$ cat src/logic/rtcos_pkg.sv
// Constants, field layouts and carriers of the timekeeper control block
package rtcos_pkg;

  // ==========================================================
  // Register byte offsets
  localparam logic [7:0] ADDR_CTRL = 8'h00;
  localparam logic [7:0] ADDR_CNT_LO = 8'h04;
  localparam logic [7:0] ADDR_CNT_HI = 8'h08;
  localparam logic [7:0] ADDR_MAT_LO = 8'h0C;
  localparam logic [7:0] ADDR_MAT_HI = 8'h10;
  localparam logic [7:0] ADDR_IRQ_STAT = 8'h14;
  localparam logic [7:0] ADDR_IRQ_MASK = 8'h18;

  // ==========================================================
  // Widths and counts
  localparam int CNT_W = 40;
  localparam int HI_W = 8;
  localparam int PRESC_W = 6;
  localparam logic [PRESC_W-1:0] PRESC_LAST = 6'h3F;
  localparam int RST_DLY = 2;
  localparam int NUM_EVT = 2;
  localparam int EVT_MATCH = 0;
  localparam int EVT_CLEAR = 1;

  // ==========================================================
  // Reset values
  localparam logic [7:0] CTRL_RESET = 8'h00;
  localparam logic [CNT_W-1:0] CNT_RESET = 40'h00_0000_0000;
  localparam logic [NUM_EVT-1:0] EVT_RESET = 2'h0;
  localparam logic [1:0] MODE_ZERO = 2'h0;

  // ==========================================================
  // Control/status register layout, bit 7 down to bit 0
  typedef struct packed {
    logic tk_rst;
    logic cnt_en;
    logic match_wake_enable;
    logic [1:0] osc_gain_field;
    logic clr_on_match;
    logic cnt_rst_n;
    logic osc_sel;
  } rtcos_ctrl_t;

  // Captured AHB address phase
  typedef struct packed {
    logic valid;
    logic write;
    logic mapped;
    logic [7:0] addr;
  } rtcos_ahb_req_t;

endpackage

$ cat src/logic/rtcos_top.sv
// Timekeeper counter, match outputs and oscillator source selection
`timescale 1ns/100ps
// How it works
// Setting the timekeeper reset bit holds the counter logic in reset, released two cycles after clear.
// The counter advances only with count enable set and reset released, first after 64 RTC edges.
// Clearing count enable stops the prescaler and freezes the counter value.
// Counter writes are taken only while counting is disabled; software disables first.
// With match wake enabled both match outputs are high while counter equals match value and the timekeeper is out of reset.
// With match wake disabled both match outputs stay low.
// The gain field drives the oscillator mode outputs and is the mode only in forced mode; reset 00.
// With clear-on-match set the counter clears at its increment when equal to match, else it runs on.
// Clear-on-match is suppressed while the whole match value is zero.
// Writing 0 to the active-low counter reset bit holds the 40-bit counter at zero; reset 0.
// Oscillator enable bit 0 makes the enable follow core supply and ignores the gain field.
// Oscillator enable bit 1 forces the oscillator on with mode from the gain field.
// The source select picks mode source and gates enable; at 0 mode comes from fabric inputs.
// Fabric mode inputs read as zero while in standby.
// The oscillator enable output high switches the crystal oscillator on.
// The full 40-bit counter is compared with the full 40-bit match value every cycle.
module rtcos_top (
  input wire logic ref_clk,
  input wire logic rst_n,
  input wire logic hsel,
  input wire logic [31:0] haddr,
  input wire logic [1:0] htrans,
  input wire logic hwrite,
  input wire logic [2:0] hsize,
  input wire logic [31:0] hwdata,
  input wire logic hready,
  output logic [31:0] hrdata,
  output logic hreadyout,
  output logic hresp,
  input wire logic timekeeper_clock,
  input wire logic core_supply_present,
  input wire logic standby,
  input wire logic [1:0] fabric_mode,
  output logic match_out,
  output logic power_monitor_match_out,
  output logic [1:0] timekeeper_osc_mode_out,
  output logic timekeeper_osc_select_out,
  output logic osc_enable,
  output logic [1:0] osc_mode,
  output logic irq
);
  import rtcos_pkg::*;

  rtcos_ctrl_t ctrl;
  rtcos_ahb_req_t req;
  logic [RST_DLY-1:0] rst_pipe;
  logic rtc_held;
  logic run;
  logic tk_clk_q;
  logic tk_edge;
  logic [PRESC_W-1:0] presc;
  logic inc;
  logic [CNT_W-1:0] counter;
  logic [CNT_W-1:0] match_val;
  logic hit;
  logic hit_q;
  logic mat_zero;
  logic clr_now;
  logic cnt_clear;
  logic cnt_wr;
  logic [NUM_EVT-1:0] evt;
  logic [NUM_EVT-1:0] irq_stat;
  logic [NUM_EVT-1:0] irq_mask;
  logic [31:0] rd_mux;
  logic wr_ok;

  // ==========================================================
  // Timekeeper reset release
  // bit sets hold at once, clear releases late
  always_ff @(posedge ref_clk or negedge rst_n) begin
    if (!rst_n) begin
      rst_pipe <= '0;
    end else begin
      rst_pipe <= {rst_pipe[RST_DLY-2:0], ctrl.tk_rst};
    end
  end
  assign rtc_held = ctrl.tk_rst | rst_pipe[RST_DLY-1];

  // ==========================================================
  // Prescaler on timekeeper clock edges
  always_ff @(posedge ref_clk or negedge rst_n) begin
    if (!rst_n) begin
      tk_clk_q <= 1'b0;
    end else begin
      tk_clk_q <= timekeeper_clock;
    end
  end
  assign tk_edge = timekeeper_clock & ~tk_clk_q;
  // runs only when enabled and out of reset
  assign run = ctrl.cnt_en & ~rtc_held;

  // disable stops and clears the prescaler
  always_ff @(posedge ref_clk or negedge rst_n) begin
    if (!rst_n) begin
      presc <= '0;
    end else if (!run) begin
      presc <= '0;
    end else if (tk_edge) begin
      presc <= presc + 6'h1;
    end
  end
  // increment on the 64th edge
  assign inc = run & tk_edge & (presc == PRESC_LAST);

  // ==========================================================
  // Counter and match compare
  // full-width compare every cycle
  assign hit = (counter == match_val);
  assign mat_zero = (match_val == CNT_RESET);
  // clear at the increment when equal
  // not while match value is zero
  assign clr_now = ctrl.clr_on_match & hit & ~mat_zero;
  // active-low bit holds counter cleared
  assign cnt_clear = rtc_held | ~ctrl.cnt_rst_n;
  assign wr_ok = req.valid & req.write & req.mapped;
  // writes ignored while counting enabled
  assign cnt_wr = wr_ok & ~ctrl.cnt_en &
                  ((req.addr == ADDR_CNT_LO) | (req.addr == ADDR_CNT_HI));

  always_ff @(posedge ref_clk or negedge rst_n) begin
    if (!rst_n) begin
      counter <= CNT_RESET;
    end else if (cnt_clear) begin
      counter <= CNT_RESET;
    end else if (cnt_wr) begin
      if (req.addr == ADDR_CNT_LO) begin
        counter[31:0] <= hwdata;
      end else begin
        counter[CNT_W-1:32] <= hwdata[HI_W-1:0];
      end
    end else if (inc) begin
      if (clr_now) begin
        counter <= CNT_RESET;
      end else begin
        counter <= counter + 40'h00_0000_0001;
      end
    end
  end

  always_ff @(posedge ref_clk or negedge rst_n) begin
    if (!rst_n) begin
      match_val <= CNT_RESET;
    end else if (wr_ok && req.addr == ADDR_MAT_LO) begin
      match_val[31:0] <= hwdata;
    end else if (wr_ok && req.addr == ADDR_MAT_HI) begin
      match_val[CNT_W-1:32] <= hwdata[HI_W-1:0];
    end
  end

  // ==========================================================
  // Match outputs
  // high on equality when wake enabled and out of timekeeper reset
  // low at all times when disabled
  always_ff @(posedge ref_clk or negedge rst_n) begin
    if (!rst_n) begin
      hit_q <= 1'b0;
      match_out <= 1'b0;
      power_monitor_match_out <= 1'b0;
    end else begin
      hit_q <= hit & ~rtc_held;
      match_out <= ctrl.match_wake_enable & hit & ~rtc_held;
      power_monitor_match_out <= ctrl.match_wake_enable & hit & ~rtc_held;
    end
  end

  // ==========================================================
  // Oscillator source selection
  always_ff @(posedge ref_clk or negedge rst_n) begin
    if (!rst_n) begin
      timekeeper_osc_mode_out <= MODE_ZERO;
      timekeeper_osc_select_out <= 1'b0;
      osc_enable <= 1'b0;
      osc_mode <= MODE_ZERO;
    end else begin
      // gain field drives mode outputs
      timekeeper_osc_mode_out <= ctrl.osc_gain_field;
      timekeeper_osc_select_out <= ctrl.osc_sel;
      if (ctrl.osc_sel) begin
        // forced on, gain field as mode
        // enable high turns oscillator on
        osc_enable <= 1'b1;
        osc_mode <= ctrl.osc_gain_field;
      end else begin
        // enable follows core supply
        // mode from fabric inputs
        osc_enable <= core_supply_present;
        // fabric mode zero in standby
        osc_mode <= standby ? MODE_ZERO : fabric_mode;
      end
    end
  end

  // ==========================================================
  // Interrupt status and mask
  assign evt[EVT_MATCH] = hit & ~hit_q & ~rtc_held;
  assign evt[EVT_CLEAR] = inc & clr_now & ~cnt_clear & ~cnt_wr;

  genvar gi;
  generate
    for (gi = 0; gi < NUM_EVT; gi = gi + 1) begin : g_evt
      // Set wins over write-one-to-clear
      always_ff @(posedge ref_clk or negedge rst_n) begin
        if (!rst_n) begin
          irq_stat[gi] <= 1'b0;
        end else if (evt[gi]) begin
          irq_stat[gi] <= 1'b1;
        end else if (wr_ok && req.addr == ADDR_IRQ_STAT && hwdata[gi]) begin
          irq_stat[gi] <= 1'b0;
        end
      end
    end
  endgenerate

  always_ff @(posedge ref_clk or negedge rst_n) begin
    if (!rst_n) begin
      irq_mask <= EVT_RESET;
      irq <= 1'b0;
    end else begin
      if (wr_ok && req.addr == ADDR_IRQ_MASK) begin
        irq_mask <= hwdata[NUM_EVT-1:0];
      end
      irq <= |(irq_stat & irq_mask);
    end
  end

  // ==========================================================
  // Control register
  always_ff @(posedge ref_clk or negedge rst_n) begin
    if (!rst_n) begin
      ctrl <= CTRL_RESET;
    end else if (wr_ok && req.addr == ADDR_CTRL) begin
      ctrl <= hwdata[7:0];
    end
  end

  // ==========================================================
  // AHB-Lite slave
  always_comb begin
    rd_mux = 32'h0000_0000;
    if (req.mapped) begin
      unique case (req.addr)
        ADDR_CTRL: rd_mux = {24'h00_0000, ctrl};
        ADDR_CNT_LO: rd_mux = counter[31:0];
        ADDR_CNT_HI: rd_mux = {24'h00_0000, counter[CNT_W-1:32]};
        ADDR_MAT_LO: rd_mux = match_val[31:0];
        ADDR_MAT_HI: rd_mux = {24'h00_0000, match_val[CNT_W-1:32]};
        ADDR_IRQ_STAT: rd_mux = {30'h0000_0000, irq_stat};
        ADDR_IRQ_MASK: rd_mux = {30'h0000_0000, irq_mask};
        default: rd_mux = 32'h0000_0000;
      endcase
    end
  end

  always_ff @(posedge ref_clk or negedge rst_n) begin
    if (!rst_n) begin
      req <= '0;
      hreadyout <= 1'b1;
      hrdata <= 32'h0000_0000;
    end else if (req.valid && !req.write && !hreadyout) begin
      hrdata <= rd_mux;
      hreadyout <= 1'b1;
      req <= '0;
    end else if (hsel && hready && htrans[1]) begin
      req.valid <= 1'b1;
      req.write <= hwrite;
      req.addr <= haddr[7:0];
      req.mapped <= (haddr[31:8] == 24'h00_0000) && (haddr[1:0] == 2'h0);
      hreadyout <= hwrite;
    end else begin
      req <= '0;
      hreadyout <= 1'b1;
    end
  end

  always_ff @(posedge ref_clk or negedge rst_n) begin
    if (!rst_n) begin
      hresp <= 1'b0;
    end else begin
      hresp <= 1'b0;
    end
  end

  logic [6:0] edges_seen;
  logic inc_seen;
  always_ff @(posedge ref_clk or negedge rst_n) begin
    if (!rst_n) begin
      edges_seen <= 7'h00;
      inc_seen <= 1'b0;
    end else if (!run) begin
      edges_seen <= 7'h00;
      inc_seen <= 1'b0;
    end else begin
      if (tk_edge && edges_seen != 7'h7F) begin
        edges_seen <= edges_seen + 7'h01;
      end
      if (inc) begin
        inc_seen <= 1'b1;
      end
    end
  end
endmodule

$ cat config.mk
export PLATFORM = sky130hd
export DESIGN_NAME = rtcos_top
export DESIGN_NICKNAME = d
export VERILOG_FILES = /design/src/logic/rtcos_pkg.sv /design/src/logic/rtcos_top.sv
export SDC_FILE = /design/constraint.sdc
export NUM_CORES = 1
export LEC_CHECK = 0
export ABC_AREA = 1
export BUFFER_PORTS_ARGS = -buffer_cell sky130_fd_sc_hd__buf_2
export CAP_MARGIN = 30
export CORE_MARGIN = 10
export CORE_UTILIZATION = 35
export CTS_CLUSTER_SIZE = 10
export DETAILED_ROUTE_END_ITERATION = 10
export PLACE_DENSITY_LB_ADDON = 0.08
export SYNTH_ARGS = -nofsm -noshare
export SYNTH_HDL_FRONTEND = slang
export SYNTH_SLANG_ARGS = --single-unit
$ cat constraint.sdc
create_clock -name ref_clk -period 1.7 [get_ports ref_clk]
set_input_delay 0.34 -clock ref_clk [delete_from_list [all_inputs] [get_ports ref_clk]]
set_output_delay 0.34 -clock ref_clk [all_outputs]
set_load 0.05 [all_outputs]
==> qor.txt <==
Worst R2R Start: tk_clk_q
Mapped Avg Cell Area: 6.99 um2
Die W: 179 um
Initial DRC count: 751
Num CTS Buffers: 17
Io pins: 122
Final WL: 32500 um
Switching share of power: 24.9%
Combinational fraction of design power: 6.1%
Worst R2R Setup Slack: -0.17 ns
Hold path depth: 1
Vias: 9432
Drt pass-1 iters: 5
Worst VDD drop: 529 uV
Largest net degree at the start of global routing: 49
Top delay family on crit path: simple AND/OR/NAND/NOR gates
DRC: 0
Critical path class: reg -> reg
Internal: 0.00614 W
Mapped Area: 8880 um2
Tot GR Track Use: 20.4%
Final Max Tran Viols: 0
Commonest cells after routing, fill and taps aside: 438 x nand2_1, 203 x buf_4, 147 x dfrtp_1
Clock share of power: 48.2%
Gr ovfl total: 0
Hold crit path type: in -> reg
DP Worst Slack: -0.238 ns
R2R cell count: 12
RSZ-0062 raised after global routing: true
Clk root buf: clkbuf_16
Total power: 0.00818 W
Row Count: 58
GPL Wtd Cong: 0.910
Drt wl/cell: 16.7 um
Final hold vios: 0
CTS Sinks: 154
Worst Path Required: 2.02 ns
I/O Buffers: 116
Post-synthesis sequential area ratio: 43.4%
Worst-path cell chain: nor2_2, inv_2, nor3_4, nand3_4, buf_6, nand3_4, buf_6, o21ai_4, buf_12, clkbuf_16, nand2_1, nand2_1
Die area: 32100 um2
Area growth, synth to finish: 46.5%
Final Skew: 0.00926 ns
Hold_sp: timekeeper_clock
Unique cell type count in the Yosys netlist: 38
Fin nets: 1689
RR Endpoint: counter[38]
CP startpoint kind: flip-flop
Leading cell type in the layout, fill and taps excluded: nand2_1
Vias per cell: 4.83
Fraction of layout cells with a size suffix above 1: 33.5%
Core Footprint: 25100 um2
Die Span Y: 179 um
Clock-pin slew on the worst setup and hold paths: 0.07 ns
Yosys warns: 0
Cells after Synth: 1270
Hold Path Sink: tk_clk_q
Vias in the first global route: 9345
Reg power frac: 45.6%
CTS Buffer Depth: 2
Psw: 0.00203 W
Synth Register Bits: 154
Crit-path max FO: 7
Pwr dens: 629 nW/um2
Setup violators final: 54
Setup WS post-layout: -0.168 ns
CP Data Arrival Time: 2.19 ns
Initial antenna violation count: 0
Fmax: 535 MHz
Endpoint type of the worst setup path: flip-flop
Tmin final: 1.87 ns
CP max stage delay: 0.38 ns
Failing checks: setup timing
CTS tree: built
Starting density of the core: 35.4%
Total Neg Setup Slack: -5.59 ns
Buf+Inv Stages, Crit Path: 5
Final ANT Viol Nets: 0
Worst skew pair latency: 0.43 ns
Outcome: finished with violations
HPWL Detailed: 24200 um
First-pass GRT wire length: 51100 um
Antenna Cells: 0
MaxCap Viol Count: 0
Crit path max-delay cell type: dfrtp_1
# fillers: 2520
Tcrit/Tclk final: 110%
Leak pwr: 7.01 nW
H-tree depth: 4
Post-synth net total: 1351
-- how the worst max path moves through the flow --
stage                        endpoint  slack (ns)  cells past startpoint             start
final                     counter[38]       -0.17                     12          tk_clk_q
after global routing      counter[36]       -0.29                     12       counter[15]
after CTS                 counter[22]       -0.12                     13        counter[0]
after detailed placement   counter[7]       -0.24                     12  timekeeper_clock
after global placement     counter[0]       -0.19                     12  timekeeper_clock
after floorplan           counter[39]       -0.03                     13            req[1]
-- worst register-to-register path, delay by kind of cell (launching register included) --
family / cells / cell delay, ns
flip-flops: 1 / 0.38
buffers and inverters: 5 / 0.61
AO/OA/AOI/OAI: 1 / 0.07
AND/OR/NAND/NOR: 6 / 0.70
-- routing by layer --
| layer | vias to the layer above | share of wire (%) | track usage [%] |
|---|---|---|---|
| met4 | 0 | 1.6 | 5.09 |
| met1 | 4407 | 47 | 28.3 |
| met2 | 261 | 45 | 31.9 |
| met3 | 31 | 6.3 | 3.66 |
| met5 | - | 0 | 0 |
| li1 | 4733 | - | - |
-- layout make-up --
class	count	area (um2)	area share (%)
multi-input combinational	912	4740	36.4
sequential	154	3860	29.7
timing repair buffer	362	2790	21.5
inverter	161	607	4.66
clock buffer	18	439	3.38
tap	330	413	3.17
clock inverter	14	156	1.20
-- sequential cells by signal, indices dropped and copies added (netlist names), 2 cells and up --
name and count:
match_val 40, irq_stat 2, timekeeper_osc_mode_out 2, hrdata 32, presc 6, rst_pipe 2, counter 40, ctrl 8
irq_mask 2, req 11, osc_mode 2
-- power by group through the flow --
stage               Clock, W  Sequential [W]  Combinational, W
floorplan                  0         0.00379          0.000158
global placement           0         0.00380          0.000480
detailed placement         0         0.00380          0.000484
CTS                  0.00403         0.00373          0.000494
global route         0.00421         0.00373          0.000568
finish               0.00394         0.00373          0.000502
-- cell usage after synthesis, drive strengths merged --
| cell | number | area, um2 |
|---|---|---|
| a21oi | 29 | 149 |
| a22o | 24 | 210 |
| and2 | 2 | 12.5 |
| and3 | 2 | 12.5 |
| buf | 21 | 129 |
| clkbuf | 22 | 82.6 |
| clkinv | 2 | 7.51 |
| conb | 1 | 3.75 |
| dfrtp | 153 | 3830 |
| dfstp | 1 | 26.3 |
| ha | 2 | 25.0 |
| inv | 159 | 597 |
| nand2 | 467 | 1790 |
| nand3 | 67 | 345 |
| nand3b | 2 | 15.0 |
| nand4 | 22 | 138 |
| nor2 | 140 | 552 |
| nor3 | 22 | 135 |
| nor3b | 1 | 7.51 |
| nor4 | 5 | 31.3 |
| o21ai | 60 | 323 |
| o221ai | 3 | 26.3 |
| o22ai | 42 | 263 |
| o31ai | 3 | 22.5 |
| or2 | 2 | 12.5 |
| xor2 | 16 | 140 |
-- cell families after synthesis --
family / count (synthesis) / synth area share [%]
flops: 154 / 43.4
fa+ha+maj: 2 / 0.282
xor+xnor: 16 / 1.58
simple gates: 732 / 34.3
compound gates: 161 / 11.2
other cells: 1 / 0.0422
buf+inv: 204 / 9.19
-- what timing repair did --
item | in CTS | in global routing
hold buffers | 1 | 0
resized for setup | 65 | 107
gates cloned | 1 | 3
setup endpoints to repair | 74 | 85
pin swaps | 9 | 29
setup buffers | 6 | 19
hold endpoints to repair | 24 | 0
-- per-stage QoR --
| step | instance area (um2) | hold WS [ns] | utilization (%) | instances |
|---|---|---|---|---|
| after floorplan | 8890 | 0.0444 | - | 1270 |
| after global placement | 11500 | 0.248 | 45.7 | 1891 |
| after detailed placement | 11500 | 0.248 | 45.7 | 1891 |
| after CTS | 12400 | 0.0250 | 49.4 | 1931 |
| after global routing | 13000 | 0.0276 | 51.8 | 1951 |
| final | 13000 | 0.0380 | 51.8 | 1951 |
No activity file was read; power rests on OpenSTA's default activity.
